**config.mk**
```make
export PLATFORM = sky130hd
export DESIGN_NAME = dma_assist
export DESIGN_NICKNAME = d
export VERILOG_FILES = /design/src/inc/dma_assist_pkg.sv /design/src/core/ring_ptr.sv /design/src/core/dma_assist.sv
export SDC_FILE = /design/constraint.sdc
export NUM_CORES = 1
export LEC_CHECK = 0
export ABC_CLOCK_PERIOD_IN_PS = 8700
export BUFFER_PORTS_ARGS = -buffer_cell sky130_fd_sc_hd__clkbuf_2
export CAP_MARGIN = 40
export CORE_MARGIN = 2
export CORE_UTILIZATION = 30
export DETAILED_ROUTE_END_ITERATION = 8
export PLACE_DENSITY = 0.53
export SLEW_MARGIN = 15
export SYNTH_ARGS = -nofsm -noshare
export SYNTH_HDL_FRONTEND = slang
export SYNTH_HIERARCHICAL = 1
export SYNTH_SLANG_ARGS = --single-unit
export TNS_END_PERCENT = 5
```
**constraint.sdc**
```tcl
create_clock -name mclk -period 8.7 [get_ports mclk]
set_input_delay 1.74 -clock mclk [delete_from_list [all_inputs] [get_ports mclk]]
set_output_delay 1.74 -clock mclk [all_outputs]
set_load 0.05 [all_outputs]
```
**src/inc/dma_assist_pkg.sv**
```systemverilog
// shared constants and carrier types for the dma descriptor ring assist
package dma_assist_pkg;

  // ==========================================================================
  // ring geometry
  localparam int          RING_ENTRIES  = 32;
  localparam int          NUM_RINGS     = 4;
  localparam int          NUM_CHAN      = 2;
  localparam int          PTR_W         = 6;
  localparam logic [31:0] REGION_OFFSET = 32'h0000_1000;
  localparam logic [31:0] LONG_STRIDE   = 32'h0000_0020;
  localparam logic [31:0] MINI_STRIDE   = 32'h0000_0010;
  localparam logic [1:0]  LONG_DWORDS   = 2'h3;
  localparam logic [1:0]  MINI_DWORDS   = 2'h2;

  // ==========================================================================
  // ring numbering, low to high memory
  localparam logic [1:0]  RING_RD_HI    = 2'h0;
  localparam logic [1:0]  RING_RD_LO    = 2'h1;
  localparam logic [1:0]  RING_WR_HI    = 2'h2;
  localparam logic [1:0]  RING_WR_LO    = 2'h3;

  // ==========================================================================
  // reset values
  localparam logic [31:0] WORD_RESET    = 32'h0000_0000;
  localparam logic [15:0] HALF_RESET    = 16'h0000;

  // ==========================================================================
  // carriers
  typedef struct packed {
    logic combine;
    logic long_desc;
    logic save_csum;
  } assist_cfg_s;

  typedef struct packed {
    logic [31:0] host_hi;
    logic [31:0] host_lo;
    logic [31:0] local_addr;
    logic [31:0] length;
    logic [31:0] csum_addr;
    logic [31:0] aux;
  } chan_cmd_s;

  typedef struct packed {
    logic        req;
    logic        we;
    logic [31:0] addr;
    logic [15:0] wdata;
  } mem_cmd_s;

  typedef enum logic [1:0] {
    ST_IDLE,
    ST_READ,
    ST_LAUNCH,
    ST_CSUM
  } fetch_state_e;

endpackage

```
**src/core/ring_ptr.sv**
```systemverilog
// consumer pointer, pending test and reference event for one ring
`timescale 1ns/1ps
module ring_ptr #(
  parameter int PTR_W = 6
) (
  input  wire logic             mclk,
  input  wire logic             rst,
  input  wire logic             combined,
  input  wire logic [PTR_W-1:0] producer,
  input  wire logic [PTR_W-1:0] reference,
  input  wire logic             advance,
  output logic      [PTR_W-1:0] consumer,
  output logic                  pending,
  output logic                  event_hit
);

  // ==========================================================================
  // circular arithmetic
  logic [PTR_W-1:0] mask;
  logic [PTR_W-1:0] ref_dist;
  logic [PTR_W-1:0] prod_dist;

  // a combined ring spans two rings of memory, so one more index bit
  assign mask      = combined ? {PTR_W{1'b1}} : {1'b0, {(PTR_W-1){1'b1}}};
  assign ref_dist  = (reference - consumer) & mask;
  assign prod_dist = (producer - consumer) & mask;
  // equal pointers always mean empty; firmware never fills the last slot
  assign pending   = prod_dist != {PTR_W{1'b0}};

  // ==========================================================================
  // consumer moves only on a good completion
  always_ff @(posedge mclk) begin
    if (rst) begin
      consumer <= {PTR_W{1'b0}};
    end else if (advance) begin
      consumer <= (consumer + 1'b1) & mask;
    end
  end

  // ==========================================================================
  // event once the reference falls outside consumer..producer
  always_ff @(posedge mclk) begin
    if (rst) begin
      event_hit <= 1'b0;
    end else begin
      event_hit <= ref_dist > prod_dist;
    end
  end

endmodule

```
**src/core/dma_assist.sv**
```systemverilog
// dma assist sequencer: fetches ring descriptors and restarts both channels
`timescale 1ns/1ps
module dma_assist (
  input  wire logic                                          mclk,
  input  wire logic                                          rst,
  input  wire dma_assist_pkg::assist_cfg_s                   cfg,
  input  wire logic [31:0]                                   tx_base,
  input  wire logic [dma_assist_pkg::NUM_RINGS-1:0]
                    [dma_assist_pkg::PTR_W-1:0]              ring_producer,
  input  wire logic [dma_assist_pkg::NUM_RINGS-1:0]
                    [dma_assist_pkg::PTR_W-1:0]              ring_reference,
  output dma_assist_pkg::mem_cmd_s                           mem_cmd,
  input  wire logic [63:0]                                   mem_rdata,
  input  wire logic                                          mem_ack,
  output dma_assist_pkg::chan_cmd_s [dma_assist_pkg::NUM_CHAN-1:0] ch_cmd,
  output logic      [dma_assist_pkg::NUM_CHAN-1:0]           ch_start,
  input  wire logic [dma_assist_pkg::NUM_CHAN-1:0]           ch_done,
  input  wire logic [dma_assist_pkg::NUM_CHAN-1:0]           ch_ok,
  input  wire logic [dma_assist_pkg::NUM_CHAN-1:0][15:0]     ch_csum,
  input  wire logic [dma_assist_pkg::NUM_CHAN-1:0]           ch_resume,
  output logic      [dma_assist_pkg::NUM_CHAN-1:0]           ch_busy,
  output logic      [dma_assist_pkg::NUM_CHAN-1:0]           ch_halted,
  output logic      [dma_assist_pkg::NUM_RINGS-1:0]
                    [dma_assist_pkg::PTR_W-1:0]              ring_consumer,
  output logic      [dma_assist_pkg::NUM_RINGS-1:0]          assist_event
);
  import dma_assist_pkg::*;

  // ==========================================================================
  // address of one doubleword of a descriptor
  function automatic logic [31:0] desc_addr(
    input logic [31:0]      base,
    input logic [1:0]       ring,
    input logic [PTR_W-1:0] idx,
    input logic [1:0]       dw,
    input logic             long_mode
  );
    logic [31:0] stride;
    logic [31:0] span;
    stride = long_mode ? LONG_STRIDE : MINI_STRIDE;
    span   = stride << 5;
    // ring order in memory follows the ring number
    desc_addr = base + ({30'h0, ring} * span)
              + ({{(32-PTR_W){1'b0}}, idx} * stride)
              + {27'h0, dw, 3'h0};
  endfunction

  // ==========================================================================
  // state
  fetch_state_e           state;
  logic                   cur_ch;
  logic                   cur_lo;
  logic                   rr;
  logic [1:0]             dw_cnt;
  logic [63:0]            dw_buf [0:2];
  logic [NUM_CHAN-1:0]    csum_due;
  logic [NUM_CHAN-1:0]    act_lo;
  logic [NUM_CHAN-1:0][15:0] csum_val;

  logic [31:0]            region_base;
  logic [NUM_RINGS-1:0]   ring_pending;
  logic [NUM_RINGS-1:0]   advance;
  logic [NUM_CHAN-1:0]    hi_pend;
  logic [NUM_CHAN-1:0]    lo_pend;
  logic [NUM_CHAN-1:0]    eligible;
  logic                   pick_ch;
  logic                   pick_lo;
  logic                   csum_ch;
  logic [1:0]             last_dw;
  logic [1:0]             next_dw;

  assign region_base = tx_base - REGION_OFFSET;
  assign last_dw     = cfg.long_desc ? LONG_DWORDS - 2'h1
                                     : MINI_DWORDS - 2'h1;
  assign next_dw     = dw_cnt + 2'h1;

  // ==========================================================================
  // per ring pointers and events
  genvar g;
  generate
    for (g = 0; g < NUM_RINGS; g++) begin : g_ring
      ring_ptr #(
        .PTR_W (PTR_W)
      ) u_ring (
        .mclk      (mclk),
        .rst       (rst),
        .combined  (cfg.combine),
        .producer  (ring_producer[g]),
        .reference (ring_reference[g]),
        .advance   (advance[g]),
        .consumer  (ring_consumer[g]),
        .pending   (ring_pending[g]),
        .event_hit (assist_event[g])
      );
      // consumer only moves for the ring that fed a good completion
      assign advance[g] = ch_done[g/2] & ch_ok[g/2] & ch_busy[g/2]
                        & (act_lo[g/2] == g[0]);
    end
  endgenerate

  // ==========================================================================
  // selection
  generate
    for (g = 0; g < NUM_CHAN; g++) begin : g_chan
      assign hi_pend[g]  = ring_pending[2*g];
      // the low ring is folded into the high ring when combined
      assign lo_pend[g]  = ring_pending[2*g+1] & ~cfg.combine;
      // a running channel is left alone until it completes
      assign eligible[g] = (hi_pend[g] | lo_pend[g]) & ~ch_busy[g]
                         & ~ch_start[g] & ~ch_halted[g]
                         & ~csum_due[g];
    end
  endgenerate

  // alternate between channels so neither starves the other
  assign pick_ch = eligible[rr] ? rr : ~rr;
  assign pick_lo = ~hi_pend[pick_ch];
  assign csum_ch = csum_due[0] ? 1'b0 : 1'b1;

  // ==========================================================================
  // fetch sequencer and local memory port
  always_ff @(posedge mclk) begin
    if (rst) begin
      state   <= ST_IDLE;
      cur_ch  <= 1'b0;
      cur_lo  <= 1'b0;
      rr      <= 1'b0;
      dw_cnt  <= 2'h0;
      mem_cmd <= '0;
    end else begin
      case (state)
        ST_IDLE: begin
          if (|csum_due) begin
            cur_ch        <= csum_ch;
            mem_cmd.req   <= 1'b1;
            mem_cmd.we    <= 1'b1;
            // bit 0 dropped: the write is always a half-word
            mem_cmd.addr  <= {ch_cmd[csum_ch].csum_addr[31:1], 1'b0};
            mem_cmd.wdata <= csum_val[csum_ch];
            state         <= ST_CSUM;
          end else if (|eligible) begin
            cur_ch        <= pick_ch;
            cur_lo        <= pick_lo;
            dw_cnt        <= 2'h0;
            mem_cmd.req   <= 1'b1;
            mem_cmd.we    <= 1'b0;
            mem_cmd.wdata <= HALF_RESET;
            mem_cmd.addr  <= desc_addr(region_base, {pick_ch, pick_lo},
                               ring_consumer[{pick_ch, pick_lo}], 2'h0,
                               cfg.long_desc);
            state         <= ST_READ;
          end
        end
        ST_READ: begin
          if (mem_ack) begin
            if (dw_cnt == last_dw) begin
              mem_cmd.req <= 1'b0;
              state       <= ST_LAUNCH;
            end else begin
              dw_cnt       <= next_dw;
              mem_cmd.addr <= desc_addr(region_base, {cur_ch, cur_lo},
                                ring_consumer[{cur_ch, cur_lo}], next_dw,
                                cfg.long_desc);
            end
          end
        end
        ST_LAUNCH: begin
          rr    <= ~cur_ch;
          state <= ST_IDLE;
        end
        ST_CSUM: begin
          if (mem_ack) begin
            mem_cmd.req <= 1'b0;
            mem_cmd.we  <= 1'b0;
            state       <= ST_IDLE;
          end
        end
        default: begin
          state <= ST_IDLE;
        end
      endcase
    end
  end

  // ==========================================================================
  // descriptor capture; no reset needed, read only after a full fetch
  always_ff @(posedge mclk) begin
    if ((state == ST_READ) && mem_ack) begin
      dw_buf[dw_cnt] <= mem_rdata;
    end
  end

  // ==========================================================================
  // channel registers, word 0 in the upper half of each doubleword
  generate
    for (g = 0; g < NUM_CHAN; g++) begin : g_load
      always_ff @(posedge mclk) begin
        if (rst) begin
          ch_cmd[g] <= '0;
        end else if ((state == ST_LAUNCH) && (cur_ch == g[0])) begin
          if (cfg.long_desc) begin
            ch_cmd[g].host_hi    <= dw_buf[0][63:32];
            ch_cmd[g].host_lo    <= dw_buf[0][31:0];
            ch_cmd[g].local_addr <= dw_buf[1][63:32];
            ch_cmd[g].length     <= dw_buf[1][31:0];
            ch_cmd[g].csum_addr  <= dw_buf[2][63:32];
            // word 5 arrives with the last read but is firmware's own
          end else begin
            // upper host bits keep their last value, zero after reset
            ch_cmd[g].host_lo    <= dw_buf[0][63:32];
            ch_cmd[g].local_addr <= dw_buf[0][31:0];
            ch_cmd[g].length     <= dw_buf[1][63:32];
            ch_cmd[g].aux        <= dw_buf[1][31:0];
          end
        end
      end
    end
  endgenerate

  // ==========================================================================
  // run tracking, completion and checksum bookkeeping
  generate
    for (g = 0; g < NUM_CHAN; g++) begin : g_run
      always_ff @(posedge mclk) begin
        if (rst) begin
          ch_start[g]  <= 1'b0;
          ch_busy[g]   <= 1'b0;
          act_lo[g]    <= 1'b0;
        end else begin
          ch_start[g] <= (state == ST_LAUNCH) && (cur_ch == g[0]);
          if ((state == ST_LAUNCH) && (cur_ch == g[0])) begin
            act_lo[g] <= cur_lo;
          end
          if (ch_start[g]) begin
            ch_busy[g] <= 1'b1;
          end else if (ch_done[g]) begin
            ch_busy[g] <= 1'b0;
          end
        end
      end

      always_ff @(posedge mclk) begin
        if (rst) begin
          csum_due[g] <= 1'b0;
          csum_val[g] <= HALF_RESET;
        end else if (ch_done[g] & ch_ok[g] & ch_busy[g]
                     & cfg.save_csum & cfg.long_desc) begin
          csum_due[g] <= 1'b1;
          csum_val[g] <= ch_csum[g];
        end else if ((state == ST_CSUM) && mem_ack && (cur_ch == g[0])) begin
          csum_due[g] <= 1'b0;
        end
      end

      // a failed transfer parks the channel; the new failure beats a resume
      always_ff @(posedge mclk) begin
        if (rst) begin
          ch_halted[g] <= 1'b0;
        end else if (ch_done[g] & ~ch_ok[g] & ch_busy[g]) begin
          ch_halted[g] <= 1'b1;
        end else if (ch_resume[g]) begin
          ch_halted[g] <= 1'b0;
        end
      end
    end
  endgenerate

endmodule

```
* Word-level counts from Yosys, hierarchy flattened
Memory sizes are Yosys's and may differ from the RTL's. Cells that the tools add are included.
Word-level totals: register bits after elaboration 511, bits in writable memories 192, bits of input ports 188, output and inout port bits 468, word-level logic and storage cells 231, memories 1
Memories:
- dw_buf | depth 3, bits a word 64, read ports 3, clocked after Yosys merged registers in 0, wr ports 1, line dma_assist.sv:55 | logic [63:0] dw_buf [0:2];
Cells by class: add/subtract/negate cells 19, $mul 4, order comparisons 9, equality and inequality tests 11, mux-type cells 54, bitwise logic cells 58, reductions and logical operators 34
Operators by type and width (number):
- two-way mux 64 bit | 2
- two-way mux 50 bit | 2
- two-way mux 96 bit | 1
- AND 6 bit | 12
- adder 32 bit | 2
- two-way mux 32 bit | 2
- case mux 32 bit (2 select lines) | 1
- subtractor 6 bit | 8
- adder 32 x 12 -> 32 bit | 1
- adder 32 x 13 -> 32 bit | 1
- adder 32 x 5 -> 32 bit | 1
- multiplier 6 x 32 -> 32 bit | 1
- two-way mux 16 bit | 2
- subtractor 32 x 13 -> 32 bit, second input constant | 1
- multiplier 2 x 27 -> 27 bit | 1
- AND 1 bit | 26
- adder 6 x 1 -> 6 bit, second input constant | 4
- binary-select mux 6 bit (select 2 bit) | 2
- > comparator 6 bit | 4
- two-way mux 1 bit | 24
- two-way mux 6 bit | 4
- nonzero test 6 bit | 4
- two-way mux 2 bit | 10
- NOT 1 bit | 18
- other kinds (24) | 55

* Longest topological paths before layout
Gate-level depths: netlist of run 1.
depth after elaboration 22, depth in mapped cells 30, gate-level depth less buffers 29

* By module
The synthesis of run 1 kept the hierarchy.
Modules (own cells, without submodules):
- dma_assist | instances 1, cells each 2806, area an instance 26511.7 µm², sequential area each 14473.9 µm²
- ring_ptr | instances 4, cells each 106, area an instance 877.1 µm², sequential area each 140.1 µm²

* Worst setup path after synthesis of run 1
Ideal clock, no wire load.
path kind input -> register, start point input port ring_producer[12] in the netlist's numbering, end point register mem_cmd[42] in the netlist's numbering, library setup time 0.116 ns, arrival time 8.081 ns, data required time 8.584 ns, path slack 0.503 ns, cell stages on the path 28, buffers on the path 2, cell sequence inv_1 > ha_1 > inv_1 > fa_1 > and3_2 > or3_4 > a221oi_1 > or3b_1 > clkbuf_1 > o21ai_0 > nand2_1 > o21ai_1 > clkbuf_1 > o21ai_0 > ha_1 > ha_1 > inv_1 > fa_1 > inv_1 > ha_1 > nand3_1 > o211ai_1 > o22ai_1 > nand2b_1 > or4b_2 > xnor2_1 > o21ai_0 > a41o_1
Between the ends: word-level cells in the longest chain between the ends 21, elaborated cells on any way between the ends 26, classes of those cells add/sub (3); mul (2); eq/ne (1); mux (10); bitwise (7); reduce/logical (3)
RTL lines:
- start: declaration | line dma_assist.sv:9 | [dma_assist_pkg::PTR_W-1:0] ring_producer,
- subtractor 6 bit * | line ring_ptr.sv:26 | assign prod_dist = (producer - consumer) & mask;
- AND 6 bit * | line ring_ptr.sv:26
- nonzero test 6 bit * | line ring_ptr.sv:28 | assign pending = prod_dist != {PTR_W{1'b0}};
- via hi_pend[1] | line dma_assist.sv:63 | logic [NUM_CHAN-1:0] hi_pend;
- parallel branches: the longest is 18 deep, another holds multiplier 2 x 27 -> 27 bit
- end: declaration | line dma_assist.sv:12 | output dma_assist_pkg::mem_cmd_s mem_cmd,
Mark *: on every way through the listed nets, which the timed path passes. The select of a mux whose other input is x is not followed. A chain may end at the register's enable or synchronous reset.

* Worst setup path after layout of run 1
start point input port ring_producer[18] in the netlist's numbering, end point register mem_cmd[44] in the netlist's numbering
Between the ends: word-level cells in the longest chain between the ends 22, elaborated cells on any way between the ends 27, classes of those cells add/sub (3); mul (2); eq/ne (1); mux (10); bitwise (8); reduce/logical (3)
RTL lines:
- subtractor 6 bit * | line ring_ptr.sv:26
- AND 6 bit * | line ring_ptr.sv:26
- nonzero test 6 bit * | line ring_ptr.sv:28
- via ring_pending[3] | line dma_assist.sv:61 | logic [NUM_RINGS-1:0] ring_pending;
- AND 1 bit * | line dma_assist.sv:107 | assign lo_pend[g] = ring_pending[2*g+1] & ~cfg.combine;
- bitwise OR 1 bit * | line dma_assist.sv:109 | assign eligible[g] = (hi_pend[g] | lo_pend[g]) & ~ch_busy[g]
- AND 1 bit * | line dma_assist.sv:109
- AND 1 bit * (2 in a row) | line dma_assist.sv:110 | & ~ch_start[g] & ~ch_halted[g]
- AND 1 bit * | line dma_assist.sv:111 | & ~csum_due[g];
- parallel branches: the longest is 13 deep, another holds adder 32 bit
Marked as above.

==> flow_summary.ini, run 1 <==
[run_status]
status = completed

[logic_synthesis]
seq_area_frac_synth_pct = 50.08
netlist_instances = 3230
avgSynthCellArea_um2 = 9.294
ys_types = 75
yosys_warnings = 6
synth_seq_cells = 671
synth-edff-count = 160
synth_area_um2 = 30020
ys_async_sr_fraction_pct = 0
synth_flop_cell = dfxtp_1

[floorplan]
io_pins = 656
die_y_um = 320.3
die_x_um = 320.3
die-area_um2 = 102600
rows = 116
initial_core_util_pct = 30.11
placeableCoreArea_um2 = 99710

[critical_path]
end_kind = flip-flop
worstPathMaxFanout = 5
critPathLaunchType = primary input
arrival_ns = 8.49
slowest_delay_ns = 0.53
worstPathRequired_ns = 9.22
crit_slowest_cell = fa_1
worstSetupPathType = primary input to flip-flop

[clock_network]
clkSinkCount = 671
clk_pin_slew_ns = 0.06
cts_tree = yes
ctsLongestPathBuffers = 3
clk_latency_ns = 0.65
cts_root_buffer = clkbuf_16
holdBufCountCts = 0
cts_max_level = 3
post_cts_buffers = 0
cts_buffers = 77
cts.repair.resized = 0

[pwr]
p_switching_uw = 3991
leakagePower_uw = 0.01521
max-vdd-ir-drop_uv = 215.0
netSwitchingFraction_pct = 38.77
fin_total_pwr_uw = 10290
p_comb_share_pct = 30.7
clkPwrFrac_pct = 32.0
power.internal_uw = 6302
powerDensity_nw_per_um2 = 274.2
pwr-share-seq_pct = 37.3

[timing]
hold_viol_final = 0
min_period_ns = 7.972
finalSetupViolCount = 0
grt_setup_unrepaired = false
slew_violations = 0
maxSlewHeadroom_pct = 25.14
fin_setup_tns_ns = 0
clock_skew_ns = 0.03403
worst_pin_slew_ns = 1.123
period_share_pct = 91.63
timing.fmax_mhz = 125.4

[placed_design]
finalWeightedCongestion = 0.8919
dpl.hpwl_mm = 84.53
io_buffers = 655

[drt]
routedWlPerCell_um = 22.30
viasPerCell = 4.998
vias = 26019
firstDrtPassIters = 6
drtAntennaViolNets = 0
wirelength_mm = 116.1
drc = 0
drt_iter0_drc = 1600

[flow_run]
maxCapViolations = 0

[final_layout]
nNetsFinal = 4187
layout-area-overhead-vs-synth_pct = 25.02
drive_above_1_share_pct = 22.76

[global_routing]
antenna_found_initial = 19
busiest_layer = met2
overflow = 0
grt_max_degree = 194
use_met3_pct = 5.740
grt_pass1_wl_mm = 169.6
grt_pass1_vias = 25359
grt_util_met2_pct = 36.45
met1_usage_pct = 27.85
grt_use_total_pct = 22.04

[worst_hold_path]
hold_class = flip-flop to flip-flop
-- synthesized netlist by cell type, types with 26 or more instances --
cell type,n,share of area [%]
nand2_1,647,8.1
dfxtp_1,511,34
a21oi_1,317,5.3
nor2_1,245,3.1
clkbuf_1,167,2.1
edfxtp_1,160,16
o21ai_0,158,2.6
mux2i_1,141,4.7
ha_1,138,5.8
inv_1,119,1.5
a211oi_1,115,2.9
xnor2_1,64,1.9
nand3_1,26,0.43
-- power groups by stage --
stage          clock [µW]  sequential, µW  combinational, µW
6_report             3290            3840               3160
5_1_grt              3470            3880               3390
4_1_cts              3370            3840               3170
3_5_place_dp            0            3910               3160
3_3_place_gp            0            3900               3100
2_1_floorplan           0            4810               1200
-- area by class of cell --
type,instances,area [µm²]
diodes,6,15.01
clock buffers,111,2196
clock inverters,32,356.6
fillers,10240,62180
inverters,122,457.9
multi-input cells,2258,13940
flip-flops and latches,671,15040
well taps,1298,1624
repair buffers,708,3909
-- routing by layer --
layer  routed length, µm  vias to the layer above  share of wire (%)
met5                 155                        -               0.13
met4                3542                       22                3.1
met3                8366                      185                7.2
met2               54600                      795                 47
met1               49450                    12538                 43
li1                    -                    12479                  -
-- per-stage QoR --
step | cells | utilization (%) | cell area [µm²] | setup WS, ns | hold slack, ns
final | 5206 | 37.64 | 37530 | 0.7282 | 0.4516
after global routing | 5203 | 37.63 | 37520 | 0.1656 | 0.4672
after CTS | 5200 | 37.63 | 37520 | 0.7539 | 0.4547
after detailed placement | 5057 | 35.07 | 34960 | 0.1128 | 0.4412
after global placement | 5044 | 34.78 | 34680 | 0.1875 | 0.4339
after floorplan | 3235 | - | 30040 | 0.5029 | 0.4357
-- flip-flops by register name, summed over array words and instances, names as in the netlist, 4 cells and up --
signal and count:
g_ring.u_ring/consumer 24, mem_cmd 50, ch_cmd 384, dw_buf 160, csum_val 32, g_ring.u_ring/event_hit 4
-- critical path: cells and delay by family --
family / cells / cell delay [ns]
buffers and inverters: 7 / 0.70
xor gates and xnor gates: 1 / 0.17
and+or+nand+nor: 9 / 1.77
muxes: 1 / 0.34
adders and majority gates: 6 / 1.99
AOI/OAI and AO/OA: 8 / 1.80
-- final timing paths --
check,from,to,slack (ns),depth (start not counted)
worst min register to register,ch_cmd[214],ch_cmd[214],0.45,2
worst min-delay path,ch_cmd[214],ch_cmd[214],0.45,2
worst max-delay path,ring_producer[18],mem_cmd[44],0.73,32
worst max register to register,g_ring[1].u_ring/consumer[0],mem_cmd[44],1.43,29
-- cell families after synthesis --
logic type	share of synthesized area [%]
other cells	0.01249
buf+inv	3.876
mux	5.414
simple gates	15.95
compound gates	14.88
xor+xnor	2.509
fa+ha+maj	7.285
flops	50.08
-- placed cells by master, fill, tap and decap left out, types with 9 or more instances in the layout --
cell         n
o21a_1      12
dfxtp_1    509
nand2b_1    13
nand2_1    645
xor2_1      22
and4_1       9
a221oi_1    17
o211ai_1    24
clkbuf_16   78
a21oi_1    316
and3_1      11
clkbuf_8    12
a21o_1      22
nor3b_1     13
edfxtp_1   160
xnor2_1     64
nand3_1     24
o21ai_0    158
a211oi_1   115
ha_1       137
nor2b_1     20
clkbuf_2   653
clkbuf_1    21
buf_4       38
nor2_1     241
nor4_1      12
clkinv_2    12
fa_1        23
and2_1      20
mux2i_1    141
nor3_1      22
or3_1       11
nand4_1     16
inv_1      119
(Power assumes the default switching activity.)
==> inputs of run 2 (changes only) <==
Settings changed: BUFFER_PORTS_ARGS -buffer_cell sky130_fd_sc_hd__clkbuf_2 to not set, CTS_BUF_LIST set to sky130_fd_sc_hd__clkbuf_8, DONT_BUFFER_PORTS set to 1, PLACE_DENSITY 0.53 to 0.48.
==> run 2 against run 1 <==
The run now ends with slew limit left. Largest power group unchanged. Via count decreased by 9.0%. Highest routed layer is now met4. Clock skew up 0.027 ns. Count of clock-buffer cells in the layout grew 39. Die area unchanged. Fmax is 4.2% higher. Sequential power increased by 29%.
==> flow_summary.ini, run 2 (synthesis gave the netlist of run 1 again) <==
[run_status]
status = finished, violations left
violations = slew limit

[placed_design]
placed_area_um2 = 31610
post-place-ws_ns = 0.2557
io_buffers = 0
dpl.hpwl_mm = 81.51
finalWeightedCongestion = 0.8555

[clock_network]
holdBufCountCts = 0
cts_buffers = 118
ctsLongestPathBuffers = 3
cts_root_buffer = clkbuf_8
cts_max_level = 3
cts_tree = yes
clk_pin_slew_ns = 0.06
post_cts_buffers = 0
cts.repair.resized = 0
clk_latency_ns = 0.81
clkSinkCount = 671

[critical_path]
crit_slowest_cell = a211oi_1
worstSetupPathType = primary input to flip-flop
worstPathRequired_ns = 9.35
arrival_ns = 8.30
worstPathMaxFanout = 5
slowest_delay_ns = 0.58
end_kind = flip-flop
critPathLaunchType = primary input

[timing]
slew_violations = 202
whs_ns = 0.4522
worst_pin_slew_ns = 2.068
clock_skew_ns = 0.06112
period_share_pct = 87.95
worst_slack_ns = 1.048
hold_viol_final = 0
timing.fmax_mhz = 130.7
grt_setup_unrepaired = false
min_period_ns = 7.652
maxSlewHeadroom_pct = -37.85
finalSetupViolCount = 0
fin_setup_tns_ns = 0

[final_layout]
largest-register = ch_cmd
drive_above_1_share_pct = 8.764
final_common_cell = nand2_1
fillers = 10313
reg_top3 = ch_cmd: 384 flops, dw_buf: 160 flops, mem_cmd: 50 flops
fin_area_um2 = 34270
final_cell_mix = nand2_1, dfxtp_1, a21oi_1
nNetsFinal = 3580
layout-area-overhead-vs-synth_pct = 14.16
largest_reg_flops = 384

[global_routing]
busiest_layer = met2
grt_max_degree = 409
grt_use_total_pct = 21.68
grt_pass1_vias = 23326
antenna_found_initial = 9
met1_usage_pct = 25.41
grt_util_met2_pct = 35.36
use_met3_pct = 9.029
overflow = 0
grt_pass1_wl_mm = 164.3

[floorplan]
io_pins = 656
initial_core_util_pct = 30.11
die-area_um2 = 102600
die_x_um = 320.3
rows = 116
placeableCoreArea_um2 = 99710
die_y_um = 320.3

[drt]
viasPerCell = 5.102
drc = 0
drt_iter0_drc = 1648
vias = 23671
firstDrtPassIters = 6
wirelength_mm = 114.8
routedWlPerCell_um = 24.74
drtAntennaViolNets = 0

[worst_hold_path]
hold_class = flip-flop to flip-flop

[pwr]
max-vdd-ir-drop_uv = 184.5
leakagePower_uw = 0.01254
fin_total_pwr_uw = 9786
powerDensity_nw_per_um2 = 285.6

[flow_run]
maxCapViolations = 0
-- run 2: cell count changes in the layout (fill, tap and decap cells not counted), sizes merged --
| cell | delta |
|---|---|
| inv | +46 |
| bufinv | +1 |
| clkinv | -4 |
| buf | +5 |
| diode | +4 |
| clkinvlp | -4 |
| clkbuf | -614 |
-- run 2: routing by layer --
| metal | wire [µm] | part of all wire [%] |
|---|---|---|
| met5 | 0 | 0 |
| met4 | 4158 | 3.6 |
| met3 | 11560 | 10 |
| met2 | 53150 | 46 |
| met1 | 45910 | 40 |
-- run 2: worst paths after layout --
kind | end | slack, ns | startpoint | cells after the start
hold reg to reg | csum_val[20] | 0.45 | csum_val[20] | 2
setup reg to reg | mem_cmd[45] | 1.21 | g_ring[2].u_ring/consumer[2] | 27
hold / removal | csum_val[20] | 0.45 | csum_val[20] | 2
setup / recovery | mem_cmd[45] | 1.05 | ring_producer[18] | 30
-- run 2: critical path: cells and delay by family --
family / cells / cell delay (ns)
AOI/OAI and AO/OA: 10 / 2.22
xor gates and xnor gates: 1 / 0.19
adders and majority gates: 6 / 1.99
buffers and inverters: 5 / 0.37
muxes: 1 / 0.34
and+or+nand+nor: 7 / 1.43
-- run 2: power by group --
part / internal, µW / switching [µW]
logic: 592 / 1080
registers: 3590 / 1360
clock network: 1720 / 1450
-- run 2: final cells by class --
class	count	area (µm²)	area share, %
tap	1298	1624	4.739
antenna	10	25.02	0.07302
timing repair buffer	60	601.8	1.756
clock buffer	150	2064	6.024
sequential	671	15040	43.88
inverter	122	457.9	1.336
multi-input combinational	2258	13940	40.67
clock inverter	71	524.3	1.530
-- run 2: stage by stage --
step | instances | utilization [%]
3_3_place_gp | 4396 | 31.51
3_5_place_dp | 4407 | 31.70
5_1_grt | 4637 | 34.36
4_1_cts | 4628 | 34.30
6_report | 4640 | 34.37
2_1_floorplan | 3235 | -
==> inputs of run 3 (changes only) <==
Settings changed: CTS_BUF_LIST sky130_fd_sc_hd__clkbuf_8 to not set.
==> run 3 against run 2 <==
The run still ends with slew limit left. Core utilization up 0.075 points. Clock power is 7.6% higher. Sequential cell count did not move. Sequential power about the same. Highest routed layer is now met5. Largest cell class unchanged. Non-clock buffer count rose by 1. Sequential share of layout area down 0.096 points. Die area unchanged. Fmax shrank 1.4%.
==> flow_summary.ini, run 3 (synthesis gave the netlist of run 1 again) <==
[timing]
period_share_pct = 89.23
worst_pin_slew_ns = 1.761
worst_slack_ns = 0.9370
fin_setup_tns_ns = 0
whs_ns = 0.4521
finalSetupViolCount = 0
clock_skew_ns = 0.02992
min_period_ns = 7.763
grt_setup_unrepaired = false
slew_violations = 171
hold_viol_final = 0
timing.fmax_mhz = 128.8
maxSlewHeadroom_pct = -17.41

[clock_network]
cts_max_level = 3
cts.repair.resized = 0
cts_buffers = 79
cts_tree = yes
post_cts_buffers = 0
holdBufCountCts = 0
clk_pin_slew_ns = 0.06
clkSinkCount = 671
ctsLongestPathBuffers = 3
clk_latency_ns = 0.66
cts_root_buffer = clkbuf_16

[drt]
drc = 0
wirelength_mm = 113.9
vias = 23380
firstDrtPassIters = 5
drt_iter0_drc = 1753
routedWlPerCell_um = 24.98
viasPerCell = 5.129
drtAntennaViolNets = 0

[flow_run]
maxCapViolations = 0

[critical_path]
critPathBufInv = 5
end_kind = flip-flop
worstPathRequired_ns = 9.23
crit_slowest_cell = or4b_2
worstSetupPathType = primary input to flip-flop
slowest_delay_ns = 0.67
critical-path-top-delay-family = simple AND/OR/NAND/NOR gates
arrival_ns = 8.30
worstPathMaxFanout = 5
critPathLaunchType = primary input

[pwr]
clkPwrFrac_pct = 34.0
power.internal_uw = 6179
netSwitchingFraction_pct = 38.39
p_switching_uw = 3850
max-vdd-ir-drop_uv = 226.9
p_comb_share_pct = 16.7
powerDensity_nw_per_um2 = 292.0
pwr-share-seq_pct = 49.3
leakagePower_uw = 0.01236

[floorplan]
die_y_um = 320.3
io_pins = 656
die_x_um = 320.3
initial_core_util_pct = 30.11
die-area_um2 = 102600
rows = 116
placeableCoreArea_um2 = 99710

[final_layout]
largest-register = ch_cmd
largest_reg_flops = 384
reg_top3 = ch_cmd: 384 flops, dw_buf: 160 flops, mem_cmd: 50 flops
seq_area_um2 = 15040
fin_area_um2 = 34350
nNetsFinal = 3542
final_cell_mix = nand2_1, dfxtp_1, a21oi_1
layout-area-overhead-vs-synth_pct = 14.41
fillers = 10227
multi_input_area_um2 = 13940
drive_above_1_share_pct = 7.529
final_common_cell = nand2_1

[global_routing]
grt_pass1_vias = 22901
overflow = 0
antenna_found_initial = 7
grt_use_total_pct = 21.58
grt_max_degree = 409
grt_pass1_wl_mm = 163.2

[placed_design]
io_buffers = 0
finalWeightedCongestion = 0.8555
dpl.hpwl_mm = 81.51
post-place-ws_ns = 0.2557
placed_area_um2 = 31610

[run_status]
violations = slew limit
status = finished, violations left

[worst_hold_path]
hold_class = flip-flop to flip-flop
==> run 3: cell count changes in the layout (fill, tap and decap cells not counted), moves of 4 or more <==
| cell | before | now |
|---|---|---|
| inv_1 | 165 | 119 |
| clkinv_2 | 10 | 14 |
| diode_2 | 10 | 6 |
| clkbuf_1 | 0 | 11 |
| clkinv_1 | 3 | 7 |
| clkbuf_8 | 150 | 15 |
| clkbuf_16 | 0 | 81 |
==> run 3: stage by stage <==
| step | util, % | std cells | power (µW) |
|---|---|---|---|
| 6_report | 34.45 | 4558 | 10030 |
| 5_1_grt | 34.44 | 4554 | 10480 |
| 4_1_cts | 34.36 | 4549 | 10120 |
| 3_5_place_dp | 31.70 | 4407 | 6690 |
| 2_1_floorplan | - | 3235 | 6017 |
| 3_3_place_gp | 31.51 | 4396 | 6646 |
==> run 3: worst paths after layout <==
check / startpoint / end / slack (ns) / depth (start not counted)
min: csum_val[22] / csum_val[22] / 0.45 / 2
min reg2reg: csum_val[22] / csum_val[22] / 0.45 / 2
max: ring_producer[18] / mem_cmd[42] / 0.94 / 30
max reg2reg: g_ring[2].u_ring/consumer[2] / mem_cmd[42] / 1.20 / 27
==> run 3: area by class of cell <==
cell class | count | area share, %
clock inverters | 35 | 1.104
clock buffers | 107 | 6.623
inverters | 122 | 1.333
repair buffers | 61 | 1.810
flip-flops and latches | 671 | 43.78
multi-input cells | 2258 | 40.58
well taps | 1298 | 4.728
diodes | 6 | 0.04371
==> run 3: worst register-to-register path, delay by kind of cell (launching register included) <==
family	cells	cell delay, ns
buffers and inverters	4	0.55
and+or+nand+nor	8	2.17
DFF	1	0.82
AOI/OAI and AO/OA	8	1.53
xor gates and xnor gates	1	0.14
muxes	1	0.34
adders and majority gates	5	1.86
==> run 3: power groups by stage <==
stage          Combinational [µW]  Clock (µW)  Sequential [µW]
2_1_floorplan                1200           0             4810
3_3_place_gp                 1630           0             5020
3_5_place_dp                 1680           0             5010
4_1_cts                      1680        3490             4950
5_1_grt                      1880        3620             4980
6_report                     1680        3410             4940
==> run 3: metal layers <==
metal | track usage [%] | routed length [µm] | part of all wire, % | vias up
met3 | 8.979 | 11780 | 10 | 164
met2 | 35.27 | 52880 | 46 | 749
li1 | - | - | - | 11178
met1 | 25.44 | 45440 | 40 | 11287
met4 | 7.387 | 3745 | 3.3 | 2
met5 | 0 | 13 | 0.011 | -
